**src/common/tpb_pkg.sv**
```systemverilog
// Register map, field layout, reset values and timing constants of the pin B timer channel.
package tpb_pkg;
  localparam logic [7:0] OFF_CONTROL = 8'h00;
  localparam logic [7:0] OFF_MODE = 8'h04;
  localparam logic [7:0] OFF_LIVE_COUNT = 8'h10;
  localparam logic [7:0] OFF_CAPTURE_COMPARE_A = 8'h14;
  localparam logic [7:0] OFF_CAPTURE_COMPARE_B = 8'h18;
  localparam logic [7:0] OFF_PERIOD_COMPARE_C = 8'h1C;

  // Control register fields.
  localparam int CTRL_ENABLE_BIT = 0;
  localparam int CTRL_SW_TRIGGER_BIT = 2;
  localparam int CTRL_PIN_B_MIRROR_BIT = 16;

  // Mode register fields.
  localparam int MODE_EVENT_EDGE_LSB = 8;
  localparam int MODE_EVENT_SOURCE_LSB = 10;
  localparam int MODE_WAVE_BIT = 15;
  localparam int MODE_CMP_B_ACTION_LSB = 24;
  localparam int MODE_CMP_C_ACTION_LSB = 26;
  localparam int MODE_EVENT_ACTION_LSB = 28;
  localparam int MODE_SW_TRIGGER_ACTION_LSB = 30;

  localparam logic [31:0] MODE_RESET = 32'h0000_0000;
  localparam logic [15:0] VALUE_RESET = 16'h0000;
  localparam int COUNT_WIDTH = 16;

  // Pin action encodings.
  localparam logic [1:0] ACT_NONE = 2'h0;
  localparam logic [1:0] ACT_SET = 2'h1;
  localparam logic [1:0] ACT_CLEAR = 2'h2;
  localparam logic [1:0] ACT_TOGGLE = 2'h3;

  // Event source and edge encodings.
  localparam logic [1:0] SRC_PIN_B = 2'h0;
  localparam logic [1:0] EDGE_NONE = 2'h0;
  localparam logic [1:0] EDGE_RISING = 2'h1;
  localparam logic [1:0] EDGE_FALLING = 2'h2;
  localparam logic [1:0] EDGE_BOTH = 2'h3;

  // Counter clock: the channel clock divided by this many cycles.
  localparam int COUNT_PRESCALE = 2;
endpackage

```
**src/design/tpb_channel.sv**
```systemverilog
// Timer channel: counter, compare registers A/B/C, pin B waveform logic and APB slave.
//
// Implementation choice: the APB interface to the registers.
`timescale 1ns/10ps
module tpb_channel #(
  parameter int PRESCALE = tpb_pkg::COUNT_PRESCALE
) (
  input wire logic I_CLK,
  input wire logic I_RST,
  input wire logic I_PSEL,
  input wire logic I_PENABLE,
  input wire logic I_PWRITE,
  input wire logic [7:0] I_PADDR,
  input wire logic [31:0] I_PWDATA,
  output logic [31:0] O_PRDATA,
  output logic O_PREADY,
  output logic O_PSLVERR,
  input wire logic [2:0] I_XC,
  input wire logic I_PIN_B,
  output logic O_PIN_B,
  output logic O_PIN_B_OE
);
  localparam int CW = tpb_pkg::COUNT_WIDTH;

  logic enable_q;
  logic [31:0] mode_q;
  logic [CW-1:0] count_q;
  logic [CW-1:0] reg_a_q;
  logic [CW-1:0] reg_b_q;
  logic [CW-1:0] reg_c_q;
  logic [31:0] prdata_q;
  logic pready_q;
  logic pslverr_q;
  logic pin_q;
  logic oe_q;
  logic sw_trig_q;
  logic [31:0] pre_q;
  logic [3:0] sync1_q;
  logic [3:0] sync2_q;
  logic ev_prev_q;

  logic access;
  logic wr_en;
  logic mapped;
  logic wave;
  logic [1:0] ev_src;
  logic [1:0] ev_edge;
  logic [1:0] act_b;
  logic [1:0] act_c;
  logic [1:0] act_ev;
  logic [1:0] act_sw;
  logic tick;
  logic hit_b;
  logic hit_c;
  logic ev_level;
  logic ev_hit;
  logic [1:0] act_sel;
  logic act_valid;
  logic [31:0] rd_data;

  assign wave = mode_q[tpb_pkg::MODE_WAVE_BIT];
  assign ev_src = mode_q[tpb_pkg::MODE_EVENT_SOURCE_LSB +: 2];
  assign ev_edge = mode_q[tpb_pkg::MODE_EVENT_EDGE_LSB +: 2];
  assign act_b = mode_q[tpb_pkg::MODE_CMP_B_ACTION_LSB +: 2];
  assign act_c = mode_q[tpb_pkg::MODE_CMP_C_ACTION_LSB +: 2];
  assign act_ev = mode_q[tpb_pkg::MODE_EVENT_ACTION_LSB +: 2];
  assign act_sw = mode_q[tpb_pkg::MODE_SW_TRIGGER_ACTION_LSB +: 2];

  // The answer comes one cycle into the access phase; the write lands on the next edge, which ends the transfer.
  assign access = I_PSEL && I_PENABLE;
  assign wr_en = access && pready_q && I_PWRITE;

  // APB handshake and registered read data.
  always_comb begin
    mapped = 1'b1;
    rd_data = 32'h0000_0000;
    case (I_PADDR)
      tpb_pkg::OFF_CONTROL: begin
        rd_data[tpb_pkg::CTRL_ENABLE_BIT] = enable_q;
        rd_data[tpb_pkg::CTRL_PIN_B_MIRROR_BIT] = oe_q ? pin_q : sync2_q[0];
      end
      tpb_pkg::OFF_MODE: rd_data = mode_q;
      tpb_pkg::OFF_LIVE_COUNT: rd_data = {16'h0000, count_q};
      tpb_pkg::OFF_CAPTURE_COMPARE_A: rd_data = {16'h0000, reg_a_q};
      tpb_pkg::OFF_CAPTURE_COMPARE_B: rd_data = {16'h0000, reg_b_q};
      tpb_pkg::OFF_PERIOD_COMPARE_C: rd_data = {16'h0000, reg_c_q};
      default: mapped = 1'b0;
    endcase
  end

  always_ff @(posedge I_CLK) begin
    if (I_RST) begin
      pready_q <= 1'b0;
      pslverr_q <= 1'b0;
      prdata_q <= 32'h0000_0000;
    end else if (access && !pready_q) begin
      pready_q <= 1'b1;
      pslverr_q <= !mapped;
      prdata_q <= I_PWRITE ? 32'h0000_0000 : rd_data;
    end else begin
      pready_q <= 1'b0;
      pslverr_q <= 1'b0;
    end
  end

  // Software-visible configuration.
  always_ff @(posedge I_CLK) begin
    if (I_RST) begin
      enable_q <= 1'b0;
      mode_q <= tpb_pkg::MODE_RESET;
      sw_trig_q <= 1'b0;
    end else begin
      sw_trig_q <= wr_en && I_PADDR == tpb_pkg::OFF_CONTROL &&
                   I_PWDATA[tpb_pkg::CTRL_SW_TRIGGER_BIT];
      if (wr_en && I_PADDR == tpb_pkg::OFF_CONTROL) begin
        enable_q <= I_PWDATA[tpb_pkg::CTRL_ENABLE_BIT];
      end
      if (wr_en && I_PADDR == tpb_pkg::OFF_MODE) begin
        mode_q <= I_PWDATA;
      end
    end
  end

  // Compare registers; A and B refuse writes in capture mode without any error.
  always_ff @(posedge I_CLK) begin
    if (I_RST) begin
      reg_a_q <= tpb_pkg::VALUE_RESET;
      reg_b_q <= tpb_pkg::VALUE_RESET;
      reg_c_q <= tpb_pkg::VALUE_RESET;
    end else if (wr_en) begin
      if (I_PADDR == tpb_pkg::OFF_CAPTURE_COMPARE_A && wave) begin
        reg_a_q <= I_PWDATA[CW-1:0];
      end
      if (I_PADDR == tpb_pkg::OFF_CAPTURE_COMPARE_B && wave) begin
        reg_b_q <= I_PWDATA[CW-1:0];
      end
      if (I_PADDR == tpb_pkg::OFF_PERIOD_COMPARE_C) begin
        reg_c_q <= I_PWDATA[CW-1:0];
      end
    end
  end

  // Counter clock enable from a divider, then the 16-bit wrapping counter.
  always_ff @(posedge I_CLK) begin
    if (I_RST || !enable_q) begin
      pre_q <= 32'h0000_0000;
    end else if (pre_q == 32'(PRESCALE - 1)) begin
      pre_q <= 32'h0000_0000;
    end else begin
      pre_q <= pre_q + 32'h0000_0001;
    end
  end
  assign tick = enable_q && pre_q == 32'(PRESCALE - 1);

  always_ff @(posedge I_CLK) begin
    if (I_RST) begin
      count_q <= tpb_pkg::VALUE_RESET;
    end else if (tick) begin
      count_q <= count_q + 16'h0001;
    end
  end

  // A match is seen once, on the tick at which the counter holds the compare value.
  assign hit_b = tick && count_q == reg_b_q;
  assign hit_c = tick && count_q == reg_c_q;

  // Pin B and the three external clock inputs each pass two flip-flops.
  always_ff @(posedge I_CLK) begin
    if (I_RST) begin
      sync1_q <= 4'h0;
      sync2_q <= 4'h0;
      ev_prev_q <= 1'b0;
    end else begin
      sync1_q <= {I_XC, I_PIN_B};
      sync2_q <= sync1_q;
      ev_prev_q <= ev_level;
    end
  end
  assign ev_level = sync2_q[ev_src];

  always_comb begin
    case (ev_edge)
      tpb_pkg::EDGE_RISING: ev_hit = ev_level && !ev_prev_q;
      tpb_pkg::EDGE_FALLING: ev_hit = !ev_level && ev_prev_q;
      tpb_pkg::EDGE_BOTH: ev_hit = ev_level != ev_prev_q;
      default: ev_hit = 1'b0;
    endcase
  end

  // Highest-priority source decides; a lower one in the same cycle is dropped.
  always_comb begin
    act_valid = 1'b1;
    if (sw_trig_q) begin
      act_sel = act_sw;
    end else if (ev_hit) begin
      act_sel = act_ev;
    end else if (hit_c) begin
      act_sel = act_c;
    end else if (hit_b) begin
      act_sel = act_b;
    end else begin
      act_sel = tpb_pkg::ACT_NONE;
      act_valid = 1'b0;
    end
  end

  always_ff @(posedge I_CLK) begin
    if (I_RST) begin
      pin_q <= 1'b0;
    end else if (wave && act_valid) begin
      case (act_sel)
        tpb_pkg::ACT_SET: pin_q <= 1'b1;
        tpb_pkg::ACT_CLEAR: pin_q <= 1'b0;
        tpb_pkg::ACT_TOGGLE: pin_q <= !pin_q;
        default: pin_q <= pin_q;
      endcase
    end
  end

  // Driving only in waveform mode with another event source avoids fighting the input.
  always_ff @(posedge I_CLK) begin
    if (I_RST) begin
      oe_q <= 1'b0;
    end else begin
      oe_q <= wave && ev_src != tpb_pkg::SRC_PIN_B;
    end
  end

  assign O_PRDATA = prdata_q;
  assign O_PREADY = pready_q;
  assign O_PSLVERR = pslverr_q;
  assign O_PIN_B = pin_q;
  assign O_PIN_B_OE = oe_q;
endmodule // tpb_channel

```
**config.mk**
```make
export PLATFORM = sky130hd
export DESIGN_NAME = tpb_channel
export DESIGN_NICKNAME = d
export VERILOG_FILES = /design/src/common/tpb_pkg.sv /design/src/design/tpb_channel.sv
export SDC_FILE = /design/constraint.sdc
export NUM_CORES = 1
export LEC_CHECK = 0
export ABC_CLOCK_PERIOD_IN_PS = 6100
export BUFFER_PORTS_ARGS = -buffer_cell sky130_fd_sc_hd__buf_4
export CAP_MARGIN = 20
export CORE_UTILIZATION = 60
export CTS_CLUSTER_DIAMETER = 40
export DETAILED_ROUTE_END_ITERATION = 16
export PLACE_DENSITY = 0.84
export SLEW_MARGIN = 0
export SYNTH_ARGS = -nofsm -noshare
export SYNTH_HDL_FRONTEND = slang
export SYNTH_SLANG_ARGS = --single-unit
```
**constraint.sdc**
```tcl
create_clock -name I_CLK -period 6.1 [get_ports I_CLK]
set_input_delay 1.83 -clock I_CLK [delete_from_list [all_inputs] [get_ports I_CLK]]
set_output_delay 1.83 -clock I_CLK [all_outputs]
set_load 0.02 [all_outputs]
```
==> impl_results.md, run 1 <==
* Launch point of the worst reg-to-reg path: O_PREADY$_SDFF_PP0_
* Routed wire length per instance at roughly 17 µm
* Clk Tree Root Cell: sky130_fd_sc_hd__clkbuf_16
* Number of nets at the end of the flow at roughly 1000
* Data arrival, critical path at 4.39 ns
* Clock latency of the later-clocked register in the worst-skew pair at roughly 0.44 ns
* Non-filler cells in the finished layout at between 1000 and 1500
* Tightest Pin Transition at between 1 and 1.5 ns
* Clock period minus worst slack at ~4.1 ns
* Remaining number of nets flagged by the antenna check after routing at 0
* Synthesized area divided by synthesized cell count at 8.62 µm²
* Top-level port count at 85
* Placement-stage worst setup slack at around 1.4 ns
* Number of slew-limit violations in the final report at 0
* Overall power of the completed layout at 2220 µW
* Vias/cell at ~5.8
* Cts hold-fix bufs at 0
* Y dimension of the die at 115 µm
* Number of instances in the synthesized netlist at ~890
* Overall die area at between 10000 and 15000 µm²
* Reg2reg setup slack at around 3.5 ns
* Startpoint type of the worst setup path: primary input
* Number of antenna violations at the first check in global routing at 0
* Max frequency at 244 MHz
* Synth Net Count at 940
* Synth-to-layout area growth at 14.6%
* Wire length of the first global-routing pass at between 20 and 30 mm
* Total number of vias at between 6000 and 7000
* Hold Slack at between 0.4 and 0.5 ns
* Pwr/cell area at 254 nW/µm²
* DRC violations left at 0
* Total global routing overflow at 0
* Number of flops mapped to enable cells by yosys at 0
* HPWL after detailed placement at about 12 mm
* Setup TNS Final at 0 ns
* Number of buffers created by CTS at 17
* Beginning of the critical path: I_PADDR[1]
* Portion of the post-synthesis area used by sequential elements at a little under half
* Final WS setup at around 2.0 ns
* Clock tree skew after final layout at about 0.0084 ns
* Endpoint required time on the critical path at 6.39 ns
* Crit Reg-Reg Endpoint: O_PRDATA[16]$_SDFFE_PP0P_
* # Post-CTS Setup Buffers at 0
* Total inserted antenna cells at 0
* Length in cells of the worst reg-to-reg path at 4
* Final clock period utilization by the worst path at between 60% and 70%
* Hold_sp: sync1_q[0]$_SDFF_PP0_
* Final number of setup-violating endpoints at 0
* Most common flop cell mapped by yosys: sky130_fd_sc_hd__dfxtp_1
* Gr usage total at 29.1%
* End point of the critical path: reg_c_q[4]$_SDFFE_PP0P_
* Number of buffers between clock root and the deepest sink at 2
* Number of cell rows at 40
* # port buffers at between 80 and 90
* Proportion of layout cells with a drive suffix above 1 at ~15%
* Number of distinct library cells after synthesis at 48
* Vias in the first global route at 5999
* Dpl cells at about 1100
* Clock tree from TritonCTS: done
* Netlist area before placement at between 7000 and 8000 µm²
* Routed wire length at about 18 mm
* Post-synthesis register bit count at between 150 and 200
* Worst min-delay path category: flop to flop
* Share of synthesized flip-flops with an asynchronous set or reset at 0%
* CTS H-tree depth at 4
* Setup repair after global routing missed its margin: no
* Maximum VDD drop at approximately 0.16 mV
* Count of routing violations after the opening detailed-route iteration at approximately 610
* Clock net sink count at approximately 180
* Starting utilization of the core area at a little over three fifths
* Relative slew margins at between 20% and 30%
* Clk pin slew, worst setup/hold paths at 0.06 ns
* Count of instances resized after the clock tree is built at 0
* Critical path capture point type: flop
* Hold violation count in the final report at 0
* Pre-Repair DR Iteration Count at 5
* Largest fanout of any net on the critical path at 19
* Maximum number of pins on one net before global-route repair at 72
* Die X-Extent at approximately 110 µm
* Count of yosys warnings during synthesis at 0
* Final weighted congestion of routability-driven global placement at a little under 0.9
* Placeable core area at ~12000 µm²
* Run status: finished, final reports clean
* Static leakage at 0.00302 µW
* Number of max-cap violations at 0
* CP Class: primary input to flop
==> synthesized netlist by cell type (3+ instances only) <==
master	n	area share, %
sky130_fd_sc_hd__a22oi_1	41	4.0
sky130_fd_sc_hd__and2_1	4	0.33
sky130_fd_sc_hd__o211ai_1	13	1.3
sky130_fd_sc_hd__nand4_1	19	1.6
sky130_fd_sc_hd__nor2_1	91	4.5
sky130_fd_sc_hd__xnor2_1	48	5.5
sky130_fd_sc_hd__and3_2	3	0.29
sky130_fd_sc_hd__xor2_1	26	3.0
sky130_fd_sc_hd__clkbuf_8	5	0.90
sky130_fd_sc_hd__nor4_1	8	0.66
sky130_fd_sc_hd__nor2b_1	13	1.1
sky130_fd_sc_hd__a21oi_1	68	4.5
sky130_fd_sc_hd__or3_1	4	0.33
sky130_fd_sc_hd__nor3_1	9	0.59
sky130_fd_sc_hd__nand2_1	168	8.3
sky130_fd_sc_hd__ha_1	5	0.82
sky130_fd_sc_hd__nor3_2	5	0.66
sky130_fd_sc_hd__o21ai_0	16	1.0
sky130_fd_sc_hd__dfxtp_1	175	46
sky130_fd_sc_hd__mux2i_1	21	2.8
sky130_fd_sc_hd__buf_2	10	0.66
sky130_fd_sc_hd__nor4_2	3	0.49
sky130_fd_sc_hd__inv_1	10	0.49
sky130_fd_sc_hd__nand3_1	22	1.4
sky130_fd_sc_hd__buf_6	4	0.59
sky130_fd_sc_hd__clkbuf_1	40	2.0
sky130_fd_sc_hd__a222oi_1	4	0.52
sky130_fd_sc_hd__a22o_1	16	1.8
sky130_fd_sc_hd__and3_1	12	0.98
==> flip-flops by register name (all words and copies together) (netlist names) <==
name        count
O_PSLVERR       1
pre_q          32
ev_prev_q       1
O_PREADY        1
reg_a_q        16
sync1_q         4
reg_c_q        16
O_PIN_B_OE      1
count_q        16
O_PIN_B         1
sw_trig_q       1
reg_b_q        16
sync2_q         4
O_PRDATA       32
enable_q        1
mode_q         32
==> placed cells by master, fill, tap and decap left out, types with 12 or more instances in the layout <==
cell                        count
sky130_fd_sc_hd__and3_1        12
sky130_fd_sc_hd__o211ai_1      13
sky130_fd_sc_hd__xor2_1        26
sky130_fd_sc_hd__nand3_1       22
sky130_fd_sc_hd__dfxtp_1      175
sky130_fd_sc_hd__a21oi_1       68
sky130_fd_sc_hd__a22oi_1       41
sky130_fd_sc_hd__nor2b_1       13
sky130_fd_sc_hd__mux2i_1       21
sky130_fd_sc_hd__buf_4         88
sky130_fd_sc_hd__nand4_1       19
sky130_fd_sc_hd__o21ai_0       16
sky130_fd_sc_hd__nand2_1      168
sky130_fd_sc_hd__xnor2_1       48
sky130_fd_sc_hd__nor2_1        90
sky130_fd_sc_hd__a22o_1        16
sky130_fd_sc_hd__clkbuf_16     17
==> routing by layer <==
layer	GRT usage (%)	wire, µm
met5	0	0
met4	12.7	423
met2	45.1	8220
met3	8.59	1760
met1	37.9	7980
==> cell type report <==
cell class	instances	area [µm²]
clock buffer	17	425
clock inverter	14	120
fill	955	3460
inverter	10	37.5
multi-input combinational	638	3770
sequential	175	3500
tap	168	210
timing repair buffer	89	688
==> critical path: stages <==
cell	delay [ns]
sky130_fd_sc_hd__buf_4	0.11
sky130_fd_sc_hd__nor3_2	0.22
sky130_fd_sc_hd__nand2_1	0.20
sky130_fd_sc_hd__nor2_2	0.68
sky130_fd_sc_hd__and3_1	0.99
sky130_fd_sc_hd__mux2i_1	0.29
sky130_fd_sc_hd__nor2_1	0.06
==> report_power, final <==
part           leakage (µW)  internal, µW  switching [µW]
sequential          0.00141          1150            1.05
clock              0.000261           557             454
combinational       0.00134          26.3            38.9
total               0.00302          1730             494
==> kinds of logic after synthesis <==
kind of cell | Yosys count | synth area share, %
adder cells (fa/ha/maj) | 5 | 0.819
flip-flops | 175 | 45.8
buffers and inverters | 73 | 4.93
XOR/XNOR | 74 | 8.48
AO/OA/AOI/OAI | 161 | 13.5
multiplexers | 22 | 3.05
AND/OR/NAND/NOR | 376 | 23.4
==> worst min-delay path by stage <==
stage                            endpoint  slack (ns)  depth (start not counted)
floorplan           sync2_q[0]$_SDFF_PP0_        0.41                          1
global placement    sync2_q[2]$_SDFF_PP0_        0.42                          1
detailed placement  sync2_q[0]$_SDFF_PP0_        0.42                          1
CTS                 sync2_q[0]$_SDFF_PP0_        0.44                          1
global route        sync2_q[3]$_SDFF_PP0_        0.46                          1
finish              sync2_q[0]$_SDFF_PP0_        0.44                          1
==> through the flow <==
stage | util (%) | cell area (µm²)
after CTS | 71.4 | 8720
after floorplan | - | 7640
after global placement | 66.9 | 8170
after global routing | 71.7 | 8750
final | 71.7 | 8750
after detailed placement | 66.9 | 8170
Power figures use the tool's default switching activity.
==> run 2, diff against run 1 <==
--- a/config.mk
+++ b/config.mk
@@ -5,13 +5,13 @@
 export SDC_FILE = /design/constraint.sdc
 export NUM_CORES = 1
 export LEC_CHECK = 0
-export ABC_CLOCK_PERIOD_IN_PS = 6100
+export ABC_CLOCK_PERIOD_IN_PS = 3400
 export BUFFER_PORTS_ARGS = -buffer_cell sky130_fd_sc_hd__buf_4
 export CAP_MARGIN = 20
-export CORE_UTILIZATION = 60
+export CORE_UTILIZATION = 53
 export CTS_CLUSTER_DIAMETER = 40
 export DETAILED_ROUTE_END_ITERATION = 16
-export PLACE_DENSITY = 0.84
+export PLACE_DENSITY = 0.79
 export SLEW_MARGIN = 0
 export SYNTH_ARGS = -nofsm -noshare
 export SYNTH_HDL_FRONTEND = slang
==> constraint.sdc (replaced) <==
create_clock -name I_CLK -period 3.4 [get_ports I_CLK]
set_input_delay 1.02 -clock I_CLK [delete_from_list [all_inputs] [get_ports I_CLK]]
set_output_delay 1.02 -clock I_CLK [all_outputs]
set_load 0.02 [all_outputs]
==> impl_results.md, run 2 (same netlist as run 1, synthesis figures left out) <==
* Most common library cell in the layout ignoring fill and taps: sky130_fd_sc_hd__dfxtp_1 (unchanged)
* Slowest stage cell, crit path: sky130_fd_sc_hd__mux4_2 (was sky130_fd_sc_hd__and3_1)
* Kind of cell with the highest combined delay on the critical path: compound AO/OA/AOI/OAI gates (was simple AND/OR/NAND/NOR gates)
* HPWL after detailed placement at 13.2 mm (was 12.4 mm)
* Max incr delay on CP at 0.55 ns (was 0.99 ns)
* Routed wire length per instance at 16.7 µm (was 16.5 µm)
* Clock tree from TritonCTS: done (unchanged)
* Wire length of the first global-routing pass at 30.7 mm (was 29.5 mm)
* Proportion of layout cells with a drive suffix above 1 at 16.6% (was 15.1%)
* Clock net sink count at 175 (unchanged)
* Hold violation count in the final report at 0 (unchanged)
* Run status: finished, final reports clean (unchanged)
* Routed wire length at 19.1 mm (was 18.4 mm)
* Number of nets at the end of the flow at 1003 (was 985)
* Launch point of the worst reg-to-reg path: mode_q[10]$_SDFFE_PP0P_ (was O_PREADY$_SDFF_PP0_)
* Maximum number of pins on one net before global-route repair at 46 (was 72)
* Number of antenna violations at the first check in global routing at 0 (unchanged)
* Number of slew-limit violations in the final report at 0 (unchanged)
* Worst min-delay path category: flop to flop (unchanged)
* Non-filler cells in the finished layout at 1142 (was 1111)
* Vias/cell at 5.71 (was 5.82)
* Count of routing violations after the opening detailed-route iteration at 549 (was 605)
* Number of buffers created by CTS at 17 (unchanged)
* Clock latency of the later-clocked register in the worst-skew pair at 0.43 ns (was 0.44 ns)
* Pwr/cell area at 461 nW/µm² (was 254 nW/µm²)
* Final weighted congestion of routability-driven global placement at 0.878 (was 0.894)
* Number of cell rows at 43 (was 40)
* Setup TNS Final at 0 ns (unchanged)
* Placeable core area at 14000 µm² (was 12200 µm²)
* Vias in the first global route at 6184 (was 5999)
* Dpl cells at 1110 (was 1078)
* Static leakage at 0.00312 µW (was 0.00302 µW)
* Critical path depth at 9 (was 7)
* Tightest Pin Transition at 0.775 ns (was 1.13 ns)
* Gr usage total at 26.7% (was 29.1%)
* # port buffers at 84 (unchanged)
* End point of the critical path: O_PIN_B$_SDFFE_PP0P_ (was reg_c_q[4]$_SDFFE_PP0P_)
* Final clock period utilization by the worst path at 76.5%
* Utilization of the core after routing at 63.8% (was 71.7%)
* Top-level port count at 85 (unchanged)
* Die X-Extent at 122 µm (was 115 µm)
* Largest fanout of any net on the critical path at 4 (was 19)
* Final number of setup-violating endpoints at 0 (unchanged)
* Clock tree skew after final layout at 0.00812 ns (was 0.00845 ns)
* Overall die area at 14900 µm² (was 13200 µm²)
* Data arrival, critical path at 2.91 ns (was 4.39 ns)
* Length in cells of the worst reg-to-reg path at 9 (was 4)
* Max frequency at slightly below 400 MHz
* # Post-CTS Setup Buffers at 0 (unchanged)
* Synth-to-layout area growth at 16.7% (was 14.6%)
* Count of instances resized after the clock tree is built at 0 (unchanged)
* Number of max-cap violations at 0 (unchanged)
* Overall power of the completed layout at 4110 µW (was 2220 µW)
* Crit Reg-Reg Endpoint: O_PIN_B$_SDFFE_PP0P_ (was O_PRDATA[16]$_SDFFE_PP0P_)
* Reg2reg setup slack at 0.80 ns (was 3.51 ns)
* Cells along the critical path: mux4_2, ha_1, nor2b_1, o21ai_0, o21ai_0, a2111oi_0, nor4_1, nand4b_1, nand3_1 (was buf_4, nor3_2, nand2_1, nor2_2, and3_1, mux2i_1, nor2_1)
* Y dimension of the die at 122 µm (was 115 µm)
* Total number of vias at 6524 (was 6465)
* Endpoint required time on the critical path at 3.71 ns (was 6.39 ns)
* Clk pin slew, worst setup/hold paths at 0.06 ns (about the same)
* Cts hold-fix bufs at 0 (unchanged)
* Clock period minus worst slack at 2.60 ns
* Starting utilization of the core area at 54.6% (was 62.6%)
* Relative slew margins at 47.9% (was 23.9%)
* Setup repair after global routing missed its margin: no (unchanged)
* Critical path capture point type: flop (unchanged)
* Number of buffers between clock root and the deepest sink at 2 (unchanged)
* CP Class: flop to flop (was primary input to flop)
* Beginning of the critical path: mode_q[10]$_SDFFE_PP0P_ (was I_PADDR[1])
* Highest-count cells in the layout ignoring fill and taps: sky130_fd_sc_hd__dfxtp_1, sky130_fd_sc_hd__nand2_1, sky130_fd_sc_hd__buf_4 (was sky130_fd_sc_hd__dfxtp_1, sky130_fd_sc_hd__nand2_1, sky130_fd_sc_hd__nor2_1)
* Number of buffer and inverter instances along the worst setup path at 0 (was 1)
* Total global routing overflow at 0 (unchanged)
* Cell repeated most along the worst path: sky130_fd_sc_hd__o21ai_0
* Startpoint type of the worst setup path: flop (was primary input)
* Pre-Repair DR Iteration Count at 6 (was 5)
* DRC violations left at 0 (unchanged)
* CTS H-tree depth at 4 (unchanged)
* Remaining number of nets flagged by the antenna check after routing at 0 (unchanged)
* Maximum VDD drop at 0.357 mV (was 0.156 mV)
* Total inserted antenna cells at 0 (unchanged)
* Clk Tree Root Cell: sky130_fd_sc_hd__clkbuf_16 (unchanged)
-- run 2: worst register-to-register path: stages (launching register included) --
cell                        delay, ns
sky130_fd_sc_hd__dfxtp_1         0.46
sky130_fd_sc_hd__mux4_2          0.56
sky130_fd_sc_hd__ha_1            0.29
sky130_fd_sc_hd__nor2b_1         0.04
sky130_fd_sc_hd__o21ai_0         0.13
sky130_fd_sc_hd__o21ai_0         0.24
sky130_fd_sc_hd__a2111oi_0       0.48
sky130_fd_sc_hd__nor4_1          0.11
sky130_fd_sc_hd__nand4b_1        0.11
sky130_fd_sc_hd__nand3_1         0.07
-- run 2: how the worst min path moves through the flow --
| stage | from | endpoint | slack [ns] | depth (start not counted) |
|---|---|---|---|---|
| after floorplan | sync1_q[0]$_SDFF_PP0_ | sync2_q[0]$_SDFF_PP0_ | 0.41 | 1 |
| after global placement | sync1_q[0]$_SDFF_PP0_ | sync2_q[0]$_SDFF_PP0_ | 0.42 | 1 |
| after detailed placement | sync1_q[2]$_SDFF_PP0_ | sync2_q[2]$_SDFF_PP0_ | 0.43 | 1 |
| after CTS | sync1_q[3]$_SDFF_PP0_ | sync2_q[3]$_SDFF_PP0_ | 0.45 | 1 |
| after global routing | sync1_q[1]$_SDFF_PP0_ | sync2_q[1]$_SDFF_PP0_ | 0.47 | 1 |
| final | sync1_q[3]$_SDFF_PP0_ | sync2_q[3]$_SDFF_PP0_ | 0.45 | 1 |
-- run 2: power by group --
| group | switching (µW) | internal [µW] |
|---|---|---|
| sequential | 2.04 | 2050 |
| combinational | 73.8 | 49.6 |
| clock | 830 | 1100 |
-- run 2: final cells by class --
| cell class | instances | area, µm² |
|---|---|---|
| clock buffers | 19 | 443 |
| repair buffers | 107 | 803 |
| fillers | 1231 | 5070 |
| clock inverters | 13 | 138 |
| flip-flops and latches | 175 | 3500 |
| multi-input cells | 638 | 3770 |
| inverters | 10 | 37.5 |
| well taps | 180 | 225 |
-- run 2: per-stage QoR --
stage	hold WS, ns	instance area (µm²)	setup WS (ns)
after global routing	0.470	8920	0.542
final	0.452	8920	0.799
after floorplan	0.414	7640	0.830
after detailed placement	0.431	8340	0.521
after global placement	0.419	8330	0.630
after CTS	0.449	8920	0.760
-- run 2: metal layers --
metal	up-vias	GRT usage, %	routed length, µm
met3	34	8.24	1630
met2	241	41.0	8610
met5	-	0	0
met4	0	9.15	386
li1	3159	-	-
met1	3090	35.4	8430
==> run 3, diff against run 2 <==
--- a/config.mk
+++ b/config.mk
@@ -5,13 +5,13 @@
 export SDC_FILE = /design/constraint.sdc
 export NUM_CORES = 1
 export LEC_CHECK = 0
-export ABC_CLOCK_PERIOD_IN_PS = 3400
+export ABC_CLOCK_PERIOD_IN_PS = 2400
 export BUFFER_PORTS_ARGS = -buffer_cell sky130_fd_sc_hd__buf_4
 export CAP_MARGIN = 20
-export CORE_UTILIZATION = 53
+export CORE_UTILIZATION = 58
 export CTS_CLUSTER_DIAMETER = 40
 export DETAILED_ROUTE_END_ITERATION = 16
-export PLACE_DENSITY = 0.79
+export PLACE_DENSITY = 0.82
 export SLEW_MARGIN = 0
 export SYNTH_ARGS = -nofsm -noshare
 export SYNTH_HDL_FRONTEND = slang
==> constraint.sdc (replaced) <==
create_clock -name I_CLK -period 2.4 [get_ports I_CLK]
set_input_delay 0.72 -clock I_CLK [delete_from_list [all_inputs] [get_ports I_CLK]]
set_output_delay 0.72 -clock I_CLK [all_outputs]
set_load 0.02 [all_outputs]
==> impl_results.md, run 3 (same netlist as run 1, synthesis figures left out) <==
* Non-filler cells in the finished layout at 1159 (was 1142)
* Proportion of layout cells with a drive suffix above 1 at 18.5% (was 16.6%)
* Number of cell rows at 41 (was 43)
* Count of instances resized after the clock tree is built at 1 (was 0)
* Run status: finished, final reports clean (unchanged)
* Placement-stage worst setup slack at -0.106 ns (was 0.521 ns)
* Number of slew-limit violations in the final report at 0 (unchanged)
* Total global routing overflow at 0 (unchanged)
* Number of buffers between clock root and the deepest sink at 2 (unchanged)
* CTS H-tree depth at 4 (unchanged)
* Die X-Extent at 117 µm (was 122 µm)
* Number of nets at the end of the flow at 1028 (was 1003)
* Vias in the first global route at 6306 (was 6184)
* Dpl cells at 1127 (was 1110)
* Overall power of the completed layout at 5960 µW (was 4110 µW)
* Maximum VDD drop at 0.407 mV (was 0.357 mV)
* Most common library cell in the layout ignoring fill and taps: sky130_fd_sc_hd__dfxtp_1 (unchanged)
* Endpoint required time on the critical path at 2.77 ns (was 3.71 ns)
* Launch point of the worst reg-to-reg path: mode_q[10]$_SDFFE_PP0P_ (unchanged)
* Relative slew margins at 65.5% (was 47.9%)
* Number of max-cap violations at 0 (unchanged)
* Combinational group share of total power at 3.0% (about the same)
* Register share of total power at 48.9% (was 50.0%)
* DRC violations left at 0 (unchanged)
* Clock period minus worst slack at 2.21 ns (was 2.60 ns)
* Wire length of the first global-routing pass at 31.4 mm (was 30.7 mm)
* Switching power summed over all nets at 1210 µW (was 906 µW)
* Internal portion of total power at 4750 µW (was 3210 µW)
* Pre-Repair DR Iteration Count at 6 (unchanged)
* Vias/cell at 5.75 (was 5.71)
* Final number of setup-violating endpoints at 0 (unchanged)
* Final clock period utilization by the worst path at 91.9% (was 76.5%)
* # port buffers at 84 (unchanged)
* Overall die area at 13600 µm² (was 14900 µm²)
* Top-level port count at 85 (unchanged)
* Static leakage at 0.00326 µW (was 0.00312 µW)
* Synth-to-layout area growth at 19.7% (was 16.7%)
* Hold violation count in the final report at 0 (unchanged)
* Clock tree skew after final layout at 0.00506 ns (was 0.00812 ns)
* Number of stages on the worst hold path at 1 (unchanged)
* Total number of vias at 6659 (was 6524)
* Setup TNS Final at 0 ns (unchanged)
* # Post-CTS Setup Buffers at 0 (unchanged)
* Filler cell count at 1011 (was 1231)
* Hold_sp: sync1_q[0]$_SDFF_PP0_ (was sync1_q[3]$_SDFF_PP0_)
* HPWL after detailed placement at 13.6 mm (was 13.2 mm)
* Final weighted congestion of routability-driven global placement at 0.935 (was 0.878)
* Routed wire length at 19.3 mm (was 19.1 mm)
* Number of antenna violations at the first check in global routing at 0 (unchanged)
* Portion of total power attributed to the clock network at 48.2% (was 47.0%)
* Remaining number of nets flagged by the antenna check after routing at 0 (unchanged)
* Highest-count cells in the layout ignoring fill and taps: sky130_fd_sc_hd__dfxtp_1, sky130_fd_sc_hd__nand2_1, sky130_fd_sc_hd__buf_4 (unchanged)
* Worst hold endpoint: sync2_q[0]$_SDFF_PP0_ (was sync2_q[3]$_SDFF_PP0_)
* Largest fanout of any net on the critical path at 4 (unchanged)
* Placeable core area at 12700 µm² (was 14000 µm²)
* Number of buffers created by CTS at 17 (unchanged)
* Starting utilization of the core area at 60.1% (was 54.6%)
* Total inserted antenna cells at 0 (unchanged)
* Gr usage total at 30.3% (was 26.7%)
* Max frequency at 454 MHz (was 384 MHz)
* Count of routing violations after the opening detailed-route iteration at 556 (was 549)
* Cts hold-fix bufs at 0 (unchanged)
* Length in cells of the worst reg-to-reg path at 9 (unchanged)
* Pwr/cell area at 652 nW/µm² (was 461 nW/µm²)
* Y dimension of the die at 117 µm (was 122 µm)
* Worst min-delay path category: flop to flop (unchanged)
* Routed wire length per instance at 16.6 µm (was 16.7 µm)
* Setup repair after global routing missed its margin: no (unchanged)
* Clock latency of the later-clocked register in the worst-skew pair at 0.43 ns (about the same)
* Data arrival, critical path at 2.58 ns (was 2.91 ns)
* Clk Tree Root Cell: sky130_fd_sc_hd__clkbuf_16 (unchanged)
* Clock tree from TritonCTS: done (unchanged)
* Sw Share at 20.3% (was 22.0%)
* Final WS setup at 0.195 ns (was 0.799 ns)
* Crit Reg-Reg Endpoint: O_PIN_B$_SDFFE_PP0P_ (unchanged)
* Reg2reg setup slack at 0.19 ns (was 0.80 ns)
* CP Class: flop to flop (unchanged)
* Critical path capture point type: flop (unchanged)
* Clk pin slew, worst setup/hold paths at 0.06 ns (about the same)
* Startpoint type of the worst setup path: flop (unchanged)
* Maximum number of pins on one net before global-route repair at 51 (was 46)
* Tightest Pin Transition at 0.518 ns (was 0.775 ns)
* Utilization of the core after routing at 71.9% (was 63.8%)
* Clock net sink count at 175 (unchanged)
run 3: cell types whose count changed in the layout (fill, tap and decap cells not counted), moves of 2 or more:
| cell | previous run | this run |
|---|---|---|
| sky130_fd_sc_hd__buf_4 | 107 | 131 |
| sky130_fd_sc_hd__bufinv_16 | 2 | 4 |
| sky130_fd_sc_hd__clkbuf_1 | 1 | 4 |
| sky130_fd_sc_hd__clkinv_2 | 4 | 2 |
| sky130_fd_sc_hd__inv_6 | 3 | 0 |
| sky130_fd_sc_hd__o21ai_0 | 16 | 14 |
run 3: per-stage QoR:
stage          hold slack (ns)  cell area (µm²)
6_report                 0.439             9150
5_1_grt                  0.459             9150
4_1_cts                  0.444             9150
3_5_place_dp             0.430             8530
3_3_place_gp             0.415             8530
2_1_floorplan            0.414             7640
run 3: power groups by stage:
| stage | registers [µW] | clock network [µW] | logic [µW] |
|---|---|---|---|
| floorplan | 2980 | 0 | 68.7 |
| global placement | 2980 | 0 | 174 |
| detailed placement | 2980 | 0 | 176 |
| CTS | 2910 | 2900 | 177 |
| global route | 2910 | 3020 | 192 |
| finish | 2910 | 2870 | 178 |
run 3: critical path: stages, from the launching register on:
cell,delay (ns)
sky130_fd_sc_hd__dfxtp_1,0.35
sky130_fd_sc_hd__mux4_2,0.52
sky130_fd_sc_hd__ha_1,0.29
sky130_fd_sc_hd__nor2b_1,0.04
sky130_fd_sc_hd__o21ai_1,0.15
sky130_fd_sc_hd__o21ai_2,0.12
sky130_fd_sc_hd__a22o_1,0.19
sky130_fd_sc_hd__nor4_1,0.27
sky130_fd_sc_hd__nand4b_1,0.13
sky130_fd_sc_hd__nand3_1,0.09
run 3: final cells by class:
class,count,area (µm²),area share (%)
Timing Repair Buffer,132,1000,11.0
Tap cell,172,215,2.35
Clock buffer,22,454,4.96
Clock inverter,10,161,1.76
Inverter,10,37.5,0.410
Sequential cell,175,3500,38.3
Multi-Input combinational cell,638,3770,41.2
run 3: worst max-delay path by stage:
| stage | startpoint | endpoint |
|---|---|---|
| after global routing | mode_q[10]$_SDFFE_PP0P_ | O_PIN_B$_SDFFE_PP0P_ |
| after floorplan | I_PADDR[1] | reg_a_q[10]$_SDFFE_PP0P_ |
| after detailed placement | I_PADDR[1] | mode_q[10]$_SDFFE_PP0P_ |
| after global placement | I_PADDR[1] | reg_c_q[8]$_SDFFE_PP0P_ |
| final | mode_q[10]$_SDFFE_PP0P_ | O_PIN_B$_SDFFE_PP0P_ |
| after CTS | mode_q[10]$_SDFFE_PP0P_ | O_PIN_B$_SDFFE_PP0P_ |
run 3: per-layer routing:
layer / vias up / track usage (%) / routed length, µm
met2: 299 / 47.0 / 8870
li1: 3215 / - / -
met3: 39 / 8.55 / 1730
met5: - / 0 / 0
met4: 0 / 13.0 / 411
met1: 3106 / 39.6 / 8240
